### config.mk
export PLATFORM = sky130hd
export DESIGN_NAME = sfrid_top
export DESIGN_NICKNAME = d
export VERILOG_FILES = /design/src/shared/sfrid_pkg.sv /design/src/design/sfrid_top.sv
export SDC_FILE = /design/constraint.sdc
export NUM_CORES = 1
export LEC_CHECK = 0
export ABC_AREA = 1
export BUFFER_PORTS_ARGS = -buffer_cell sky130_fd_sc_hd__buf_2
export CAP_MARGIN = 10
export CORE_MARGIN = 2
export CORE_UTILIZATION = 42
export CTS_BUF_LIST = sky130_fd_sc_hd__clkbuf_8 sky130_fd_sc_hd__clkbuf_16
export DETAILED_ROUTE_END_ITERATION = 16
export PLACE_DENSITY = 0.79
export SLEW_MARGIN = 10
export SYNTH_ARGS = -nofsm -noshare
export SYNTH_HDL_FRONTEND = slang
export SYNTH_SLANG_ARGS = --single-unit
### constraint.sdc
create_clock -name i_mclk -period 1 [get_ports i_mclk]
set_input_delay 0.15 -clock i_mclk [delete_from_list [all_inputs] [get_ports i_mclk]]
set_output_delay 0.15 -clock i_mclk [all_outputs]
set_load 0.03 [all_outputs]
### src/shared/sfrid_pkg.sv
// Purpose: constants for the special-register space decoder and identification bytes
// Assumes: 8-bit direct address from the core, one access per strobe
// Notes: identification values live as module parameters of the top

`default_nettype none

package sfrid_pkg;
    localparam logic [7:0] SPC_BASE = 8'h80;            // first special-register address
    localparam logic [7:0] VARIANT_CODE_ADDR = 8'had;
    localparam logic [7:0] FAMILY_CODE_ADDR = 8'hb5;
    localparam logic [7:0] STEPPING_CODE_ADDR = 8'hb6;
    localparam logic [2:0] BIT_ADDR_NIBBLE_LSBS = 3'h0; // low three bits of bit-addressable row
    localparam logic [7:0] RDATA_RESET = 8'h00;
    localparam int READ_LATENCY = 1;                    // cycles from strobe to read data
endpackage : sfrid_pkg

`default_nettype wire

### src/design/sfrid_top.sv
// Purpose: special-register space decode with three read-only identification bytes
// Assumes: core presents address, mode and strobes synchronous to i_mclk
// Notes: registers other than the identification bytes are decoded but not implemented here
// Notes: the select flags tell the surrounding system where an access is routed; the
//        peripheral registers themselves live elsewhere and answer on their own
// Notes: all outputs are registered, so every answer lands exactly one enabled edge
//        after the access is taken
//
// How it works
// - three read-only bytes give family, variant and stepping identification to firmware.
// - family code byte sits at 0xb5, all eight bits fixed.
// - variant code byte sits at 0xad, one value per derivative fitted.
// - stepping code byte sits at 0xb6, value names the silicon revision.
// - direct accesses at 0x80 through 0xff go to the special-register space.
// - addresses ending in 0x0 or 0x8 also allow single-bit reads and writes.
// - every other special register allows whole-byte access only.
// - indirect accesses above 0x7f reach upper data memory, not special registers.

`timescale 1ns/1ps
`default_nettype none

module sfrid_top #(
    parameter logic [7:0] FAMILY_CODE = 8'h5a,    // arbitrary value
    parameter logic [7:0] VARIANT_CODE = 8'h3c,   // arbitrary value
    parameter logic [7:0] STEPPING_CODE = 8'h01   // arbitrary value
) (
    input wire logic i_mclk,
    input wire logic i_rst_b,
    input wire logic i_ce,
    input wire logic [7:0] i_addr,
    input wire logic i_indirect,
    input wire logic i_bit_op,
    input wire logic [2:0] i_bit_sel,
    input wire logic i_rd,
    input wire logic i_wr,
    output logic [7:0] o_rdata,
    output logic o_rvalid,
    output logic o_spc_sel,
    output logic o_ram_sel,
    output logic o_bit_ok,
    output logic o_id_hit
);

    // ------------------------------------------------------------
    // decode helpers
    // ------------------------------------------------------------
    // special space only for direct addressing with the top bit set
    function automatic logic sfrid_is_spc(input logic [7:0] a, input logic ind);
        sfrid_is_spc = (a >= sfrid_pkg::SPC_BASE) && !ind;
    endfunction : sfrid_is_spc

    function automatic logic sfrid_bit_capable(input logic [7:0] a);
        sfrid_bit_capable = (a[2:0] == sfrid_pkg::BIT_ADDR_NIBBLE_LSBS);
    endfunction : sfrid_bit_capable

    logic acc;
    logic spc_hit;
    logic bit_legal;
    logic [7:0] id_byte;
    logic id_match;

    assign acc = i_ce && (i_rd || i_wr);
    assign spc_hit = sfrid_is_spc(i_addr, i_indirect);
    assign bit_legal = !i_bit_op || sfrid_bit_capable(i_addr);

    // identification byte lookup, writes never reach these values
    always_comb begin
        id_match = 1'b1;
        case (i_addr)
            sfrid_pkg::FAMILY_CODE_ADDR: id_byte = FAMILY_CODE;
            sfrid_pkg::VARIANT_CODE_ADDR: id_byte = VARIANT_CODE;
            sfrid_pkg::STEPPING_CODE_ADDR: id_byte = STEPPING_CODE;
            default: begin
                id_byte = 8'h00;
                id_match = 1'b0;
            end
        endcase
    end

    // ------------------------------------------------------------
    // routing flags, registered so outputs come from flops
    // ------------------------------------------------------------
    always_ff @(posedge i_mclk) begin
        if (!i_rst_b) begin
            o_spc_sel <= 1'b0;
            o_ram_sel <= 1'b0;
            o_bit_ok <= 1'b0;
            o_id_hit <= 1'b0;
        end else if (i_ce) begin
            o_spc_sel <= acc && spc_hit;
            o_ram_sel <= acc && !spc_hit;
            o_bit_ok <= acc && spc_hit && bit_legal;
            o_id_hit <= acc && spc_hit && id_match;
        end
    end

    // ------------------------------------------------------------
    // read data path
    // ------------------------------------------------------------
    // bit reads return the chosen bit in bit 0; a write is simply dropped,
    // which keeps the codes fixed without any error path
    always_ff @(posedge i_mclk) begin
        if (!i_rst_b) begin
            o_rdata <= sfrid_pkg::RDATA_RESET;
            o_rvalid <= 1'b0;
        end else if (i_ce) begin
            o_rvalid <= i_rd && !i_wr && spc_hit && id_match && bit_legal;
            if (i_rd && !i_wr && spc_hit && id_match && bit_legal) begin
                if (i_bit_op) begin
                    o_rdata <= {7'h00, id_byte[i_bit_sel]};
                end else begin
                    o_rdata <= id_byte;
                end
            end
        end
    end

    // ------------------------------------------------------------
    // checks
    // ------------------------------------------------------------
    family_read_a: assert property (@(posedge i_mclk) disable iff (!i_rst_b)
        (i_ce && i_rd && !i_wr && !i_indirect && !i_bit_op
         && i_addr == sfrid_pkg::FAMILY_CODE_ADDR) |=> (o_rvalid && o_rdata == FAMILY_CODE))
        else $error("family code read wrong");
    variant_read_a: assert property (@(posedge i_mclk) disable iff (!i_rst_b)
        (i_ce && i_rd && !i_wr && !i_indirect && !i_bit_op
         && i_addr == sfrid_pkg::VARIANT_CODE_ADDR) |=> (o_rvalid && o_rdata == VARIANT_CODE))
        else $error("variant code read wrong");
    stepping_read_a: assert property (@(posedge i_mclk) disable iff (!i_rst_b)
        (i_ce && i_rd && !i_wr && !i_indirect && !i_bit_op
         && i_addr == sfrid_pkg::STEPPING_CODE_ADDR) |=> (o_rvalid && o_rdata == STEPPING_CODE))
        else $error("stepping code read wrong");
    direct_route_a: assert property (@(posedge i_mclk) disable iff (!i_rst_b)
        (i_ce && i_rd && !i_indirect && i_addr[7]) |=> (o_spc_sel && !o_ram_sel))
        else $error("direct upper access not routed to special space");
    indirect_route_a: assert property (@(posedge i_mclk) disable iff (!i_rst_b)
        (i_ce && i_rd && i_indirect) |=> (o_ram_sel && !o_spc_sel && !o_rvalid))
        else $error("indirect access reached special space");
    bit_allowed_a: assert property (@(posedge i_mclk) disable iff (!i_rst_b)
        (i_ce && i_rd && !i_indirect && i_bit_op && i_addr[7] && i_addr[2:0] == 3'h0)
        |=> o_bit_ok)
        else $error("bit access refused on bit-capable address");
    bit_refused_a: assert property (@(posedge i_mclk) disable iff (!i_rst_b)
        (i_ce && i_rd && i_bit_op && i_addr[2:0] != 3'h0) |=> (!o_bit_ok && !o_rvalid))
        else $error("bit access accepted on byte-only address");
    write_ignored_a: assert property (@(posedge i_mclk) disable iff (!i_rst_b)
        (i_ce && i_wr && !i_indirect && i_addr == sfrid_pkg::FAMILY_CODE_ADDR)
        ##1 (i_ce && i_rd && !i_wr && !i_indirect && !i_bit_op
             && i_addr == sfrid_pkg::FAMILY_CODE_ADDR) |=> (o_rdata == FAMILY_CODE))
        else $error("identification byte changed by a write");
    hold_freeze_a: assert property (@(posedge i_mclk) disable iff (!i_rst_b)
        !i_ce |=> $stable(o_rdata) && $stable(o_rvalid))
        else $error("state changed with clock enable low");

    // ------------------------------------------------------------
    // routing and refusal checks
    // ------------------------------------------------------------
    // direct accesses below the special space belong to data memory
    low_direct_a: assert property (@(posedge i_mclk) disable iff (!i_rst_b)
        (i_ce && (i_rd || i_wr) && !i_indirect && !i_addr[7])
        |=> (o_ram_sel && !o_spc_sel && !o_id_hit))
        else $error("low direct access not routed to data memory");

    // any direct access to an id address raises the hit flag, read or write
    id_flag_a: assert property (@(posedge i_mclk) disable iff (!i_rst_b)
        (i_ce && (i_rd || i_wr) && !i_indirect
         && (i_addr == sfrid_pkg::FAMILY_CODE_ADDR || i_addr == sfrid_pkg::VARIANT_CODE_ADDR
             || i_addr == sfrid_pkg::STEPPING_CODE_ADDR)) |=> o_id_hit)
        else $error("identification hit flag missing");

    // reserved and foreign special addresses give no data from this block
    reserved_quiet_a: assert property (@(posedge i_mclk) disable iff (!i_rst_b)
        (i_ce && i_rd && !i_indirect && i_addr[7]
         && i_addr != sfrid_pkg::FAMILY_CODE_ADDR && i_addr != sfrid_pkg::VARIANT_CODE_ADDR
         && i_addr != sfrid_pkg::STEPPING_CODE_ADDR) |=> (!o_rvalid && !o_id_hit))
        else $error("data returned for a non-identification address");

    // a write never produces read data, so nothing looks like an error reply
    write_no_data_a: assert property (@(posedge i_mclk) disable iff (!i_rst_b)
        (i_ce && i_wr) |=> !o_rvalid)
        else $error("read data pulse after a write");

    // a write to an id byte is still routed and flagged, just dropped
    id_write_hit_a: assert property (@(posedge i_mclk) disable iff (!i_rst_b)
        (i_ce && i_wr && !i_rd && !i_indirect && i_addr == sfrid_pkg::STEPPING_CODE_ADDR)
        |=> (o_spc_sel && o_id_hit && !o_rvalid))
        else $error("identification write not routed as expected");

    // read data only moves on a direct upper read; anything else leaves it alone
    rdata_hold_a: assert property (@(posedge i_mclk) disable iff (!i_rst_b)
        (i_ce && !(i_rd && !i_wr && !i_indirect && i_addr[7])) |=> $stable(o_rdata))
        else $error("read data changed without a read");

    // no strobe, no pulse: flags must fall back after one cycle
    idle_quiet_a: assert property (@(posedge i_mclk) disable iff (!i_rst_b)
        (i_ce && !i_rd && !i_wr)
        |=> (!o_spc_sel && !o_ram_sel && !o_bit_ok && !o_id_hit && !o_rvalid))
        else $error("flag pulse without an access");

    // a valid read can only come from an identification hit in special space
    rvalid_cause_a: assert property (@(posedge i_mclk) disable iff (!i_rst_b)
        o_rvalid |-> (o_id_hit && o_spc_sel && !o_ram_sel))
        else $error("read data pulse without an identification hit");

    // the two routes are exclusive, one access lands in one space only
    route_excl_a: assert property (@(posedge i_mclk) disable iff (!i_rst_b)
        !(o_spc_sel && o_ram_sel))
        else $error("access routed to both spaces");

    id_read_c: cover property (@(posedge i_mclk) disable iff (!i_rst_b) o_rvalid && o_id_hit);
    ram_route_c: cover property (@(posedge i_mclk) disable iff (!i_rst_b) o_ram_sel);
    bit_read_c: cover property (@(posedge i_mclk) disable iff (!i_rst_b)
        i_ce && i_rd && i_bit_op && !i_indirect && i_addr == 8'hb0);
    id_write_c: cover property (@(posedge i_mclk) disable iff (!i_rst_b)
        i_ce && i_wr && !i_indirect && i_addr == sfrid_pkg::STEPPING_CODE_ADDR);

endmodule : sfrid_top

`default_nettype wire

==> results of run 1 <==
-- final cells by class --
type	instances	area (um2)	area share (%)
Sequential cell	9	180	24.0
Clock buffer	3	41.3	5.49
Tap cell	15	18.8	2.50
Timing Repair Buffer	29	153	20.3
Multi-Input combinational cell	62	307	40.8
Clock inverter	1	3.75	0.499
Inverter	13	48.8	6.49
-- cell families after synthesis --
logic type	synth area share [%]
other	0.663
DFF	31.9
and+or+nand+nor	45.6
buffers and inverters	13.9
AOI/OAI and AO/OA	7.96
-- flip-flops by register name, summed over array words and instances (netlist names) --
name and count:
o_rdata 4, o_ram_sel 1, o_rvalid 1, o_spc_sel 1, o_bit_ok 1, o_id_hit 1
-- synth_stat cells --
cell,instances
nand2_1,23
o21ai_0,1
nor4_1,1
nand2_2,6
buf_4,4
inv_2,3
nor2_4,1
nor2_1,11
nand4_1,1
dfxtp_1,9
o21ai_1,1
nor2_2,4
nand3_4,1
a21oi_1,7
conb_1,1
nand3_1,3
nand2_4,1
inv_1,10
-- through the flow --
step	std cells	total power (W)	setup slack, ns	hold WS [ns]	util, %
floorplan	88	0.000445	0.117	0.270	-
global placement	128	0.000499	-0.0522	0.424	55.0
detailed placement	128	0.000503	-0.0824	0.425	55.0
CTS	132	0.000916	0.0598	0.181	58.5
global route	132	0.000949	0.0322	0.194	58.5
finish	132	0.000901	0.0794	0.184	58.5
-- path summary, 6_finish.rpt --
kind / startpoint / endpoint / cells after the start / slack (ns)
max: o_rdata[4] / o_rdata[3] / 1 / 0.08
max reg2reg: o_rvalid / o_rvalid / 2 / 0.37
min reg2reg: o_id_hit / o_id_hit / 2 / 0.46
min: i_rst_b / o_rdata[0] / 3 / 0.18
-- report_power, final --
part           internal (W)  total [W]  switching [W]
clock              0.000267   0.000405       0.000138
combinational     0.0000504   0.000128      0.0000781
sequential         0.000365   0.000367     0.00000206
total              0.000682   0.000901       0.000219
-- per-layer routing --
| metal | up-vias | global-route usage (%) |
|---|---|---|
| met5 | - | 0 |
| met4 | 0 | 9.17 |
| met3 | 2 | 8.70 |
| met2 | 23 | 31.0 |
| met1 | 268 | 18.2 |
| li1 | 321 | - |
==> results.json, run 1 <==
{
  "outcome": "finished, final reports clean",
  "hold_viol_final": 0,
  "syn_area_um2": 566,
  "dieHeight_um": 40.7,
  "final_cell_mix": "buf_2, nand2_1, inv_1, nor2_1, dfxtp_1",
  "worstPathCellList": "buf_2",
  "cts_htree_levels": 1,
  "via_per_inst": 4.65,
  "fillers": 133,
  "die_x_um": 40.7,
  "finalMaxSlewViolations": 0,
  "fp-row-count": 13,
  "tns_ns": 0,
  "grt.overflow.total": 0,
  "postCtsHoldBufs": 0,
  "portBuffers": 26,
  "p_per_area_nw_per_um2": 1200,
  "syn_to_final_growth_pct": 33.0,
  "synth_area_leaders": "dfxtp_1, nand2_1, nor2_1",
  "antenna_found_initial": 0,
  "yosysWarnings": 0,
  "drive_gt1_share_pct": 41.0,
  "layout_commonest_cell": "buf_2",
  "path_max_fanout": 3,
  "setup_viol": 0,
  "grt_pass1_vias": 475,
  "slowest_delay_ns": 0.34,
  "synth_area_leader_cell": "dfxtp_1",
  "worstHoldPathType": "in -> reg",
  "ir_drop_mv": 0.513,
  "start_util_pct": 44.0,
  "hpwl_um": 965,
  "cts_tree": "yes",
  "drtAntennaViolNets": 0,
  "clkTransAtPathRegs_ns": 0.04,
  "clk_path_buf_depth": 2,
  "die-area_um2": 1660,
  "dr.pass1.iters": 4,
  "worstPathArrival_ns": 0.77,
  "rsz0062_at_grt": "false",
  "cts-root-buf": "clkbuf_8",
  "cts_sinks": 9,
  "slowest_stage": "dfxtp_1",
  "core_area_um2": 1280,
  "final_cell_area_um2": 752,
  "dr_wl_met3_um": 74,
  "power.static_leakage_nw": 0.438,
  "dpl-instance-area_um2": 707,
  "top_layer": "met4",
  "maxCapViolCount": 0,
  "skew_ns": 0,
  "cts_resized": 0,
  "detail_route.iter0.violations": 4,
  "vias": 614,
  "syn-num-nets": 106,
  "critPathLaunchType": "register",
  "synth_cells": 88,
  "path_class": "reg -> out",
  "synth_seq_area_share_pct": 31.9,
  "final_nets": 136,
  "endpoint_kind": "primary output",
  "wl_met1_um": 491,
  "period_share_pct": 92.1,
  "route.met2.wl_um": 580,
  "yosysTopAreaCellShare_pct": 31.9,
  "cts_buffers": 3,
  "cp.required_ns": 0.85,
  "synthDistinctLibCells": 18,
  "synth_seq_cells": 9,
  "clk_latency_ns": 0.23,
  "diodes": 0,
  "cpLargestDelayFamily": "flip-flops",
  "syn_area_per_cell_um2": 6.43,
  "track_usage_pct": 18.1,
  "wl_per_cell_um": 8.79,
  "fmax_mhz": 1090,
  "grt_max_degree": 7,
  "drt_drc_violations_left": 0,
  "post_cts_buffers": 0,
  "wl_um": 1160,
  "critPathBufInv": 1,
  "grt_pass1_wl_um": 1890,
  "boundaryPins": 31,
  "gp_congestion": 0.794,
  "period_minus_slack_ns": 0.921
}
Power figures use the tool's default switching activity.
==> inputs of run 2 (changes only) <==
--- a/config.mk
+++ b/config.mk
@@ -6,13 +6,13 @@
 export NUM_CORES = 1
 export LEC_CHECK = 0
 export ABC_AREA = 1
-export BUFFER_PORTS_ARGS = -buffer_cell sky130_fd_sc_hd__buf_2
 export CAP_MARGIN = 10
-export CORE_MARGIN = 2
-export CORE_UTILIZATION = 42
+export CORE_AREA = 2 2 39 41
 export CTS_BUF_LIST = sky130_fd_sc_hd__clkbuf_8 sky130_fd_sc_hd__clkbuf_16
 export DETAILED_ROUTE_END_ITERATION = 16
-export PLACE_DENSITY = 0.79
+export DIE_AREA = 0 0 41 43
+export DONT_BUFFER_PORTS = 1
+export PLACE_DENSITY = 0.6
 export SLEW_MARGIN = 10
 export SYNTH_ARGS = -nofsm -noshare
 export SYNTH_HDL_FRONTEND = slang
==> results.json, run 2 (synthesized netlist as in run 1, its figures left out) <==
{
  "regMostFlops": "o_rdata",
  "period_minus_slack_ns": 0.917,
  "boundaryPins": 31,
  "tns_ns": 0,
  "worstPathCellList": "buf_4",
  "fmax_mhz": 1090,
  "path_class": "reg -> out",
  "dieHeight_um": 43,
  "grt_pass1_vias": 491,
  "cts_buffers": 3,
  "stdcell_count": 113,
  "multi_input_area_um2": 307,
  "slowest_delay_ns": 0.32,
  "clkTransAtPathRegs_ns": 0.04,
  "whs_ns": 0.0395,
  "diodes": 0,
  "fp-row-count": 14,
  "slowest_stage": "dfxtp_1",
  "rsz0062_at_grt": "false",
  "cts_sinks": 9,
  "final_nets": 116,
  "layout_commonest_cell": "nand2_1",
  "cts_resized": 0,
  "place_inst": 109,
  "hold_depth": 2,
  "largest_reg_flops": 4,
  "regArea_um2": 180,
  "grt_pass1_wl_um": 1900,
  "via_per_inst": 4.60,
  "ir_drop_mv": 1.15,
  "endpoint_kind": "primary output",
  "period_share_pct": 91.7,
  "path_max_fanout": 2,
  "worstHoldPathType": "in -> reg",
  "vias": 520,
  "final_core_util_pct": 48.3,
  "drt_drc_violations_left": 0,
  "cts_tree": "yes",
  "path_depth": 1,
  "total_power_w": 0.000848,
  "critPathBufInv": 1,
  "p_per_area_nw_per_um2": 1270,
  "clk_latency_ns": 0.23,
  "setup_viol": 0,
  "power.static_leakage_nw": 0.351,
  "start_util_pct": 40.9,
  "clk_path_buf_depth": 2,
  "grt.overflow.total": 0,
  "skew_ns": 0,
  "syn_to_final_growth_pct": 18.1,
  "worstPathArrival_ns": 0.77,
  "drtAntennaViolNets": 0,
  "final_cell_mix": "nand2_1, inv_1, nor2_1",
  "portBuffers": 0,
  "track_usage_pct": 15.6,
  "wl_um": 1040,
  "wl_per_cell_um": 9.17,
  "post_cts_buffers": 0,
  "hpwl_um": 851,
  "die_x_um": 41,
  "cts_htree_levels": 1,
  "cp.required_ns": 0.85,
  "gp_congestion": 0.771,
  "fillers": 152,
  "outcome": "finished, final reports clean",
  "dr.pass1.iters": 4,
  "detail_route.iter0.violations": 8,
  "cpLargestDelayFamily": "flip-flops",
  "postCtsHoldBufs": 0,
  "antenna_found_initial": 0,
  "core_area_um2": 1380,
  "maxCapViolCount": 0,
  "critPathLaunchType": "register",
  "grt_max_degree": 7,
  "drive_gt1_share_pct": 28.9,
  "hold_viol_final": 0,
  "worstRegToRegCells": 2,
  "cts-root-buf": "clkbuf_8",
  "finalMaxSlewViolations": 0,
  "die-area_um2": 1760
}
==> run 2: changes by cell type in the layout (fill, tap and decap cells not counted) <==
cell / previous run / this run
buf_2: 26 / 0
buf_4: 3 / 9
==> run 2: worst paths after layout <==
kind                   start         end  slack [ns]
setup reg to reg   o_spc_sel   o_spc_sel        0.40
hold reg to reg     o_id_hit    o_id_hit        0.46
setup / recovery  o_rdata[5]  o_rdata[5]        0.08
hold / removal       i_rst_b  o_rdata[4]        0.04
==> run 2: metrics by stage <==
stage                     area (um2)  setup WS (ns)
final                            668         0.0827
after global routing             668         0.0445
after CTS                        668         0.0676
after floorplan                  566          0.117
after detailed placement         623       -0.00368
after global placement           623         0.0440
==> run 2: report_power, final <==
group          internal [W]  switching [W]
combinational     0.0000268      0.0000563
sequential         0.000365     0.00000233
clock              0.000266       0.000131
==> run 2: layout make-up <==
class / instances / area share, %
timing repair buffer: 9 / 10.1
clock inverter: 1 / 0.562
multi-input combinational: 62 / 45.9
tap: 16 / 3.00
inverter: 13 / 7.30
sequential: 9 / 27.0
clock buffer: 3 / 6.18
==> run 2: routing by layer <==
metal | global-route usage, % | routed length, um | share of wire [%]
met5 | 0 | 0 | 0
met4 | 2.00 | 0 | 0
met3 | 7.85 | 87 | 8.4
met2 | 26.9 | 507 | 49
met1 | 16.6 | 441 | 43
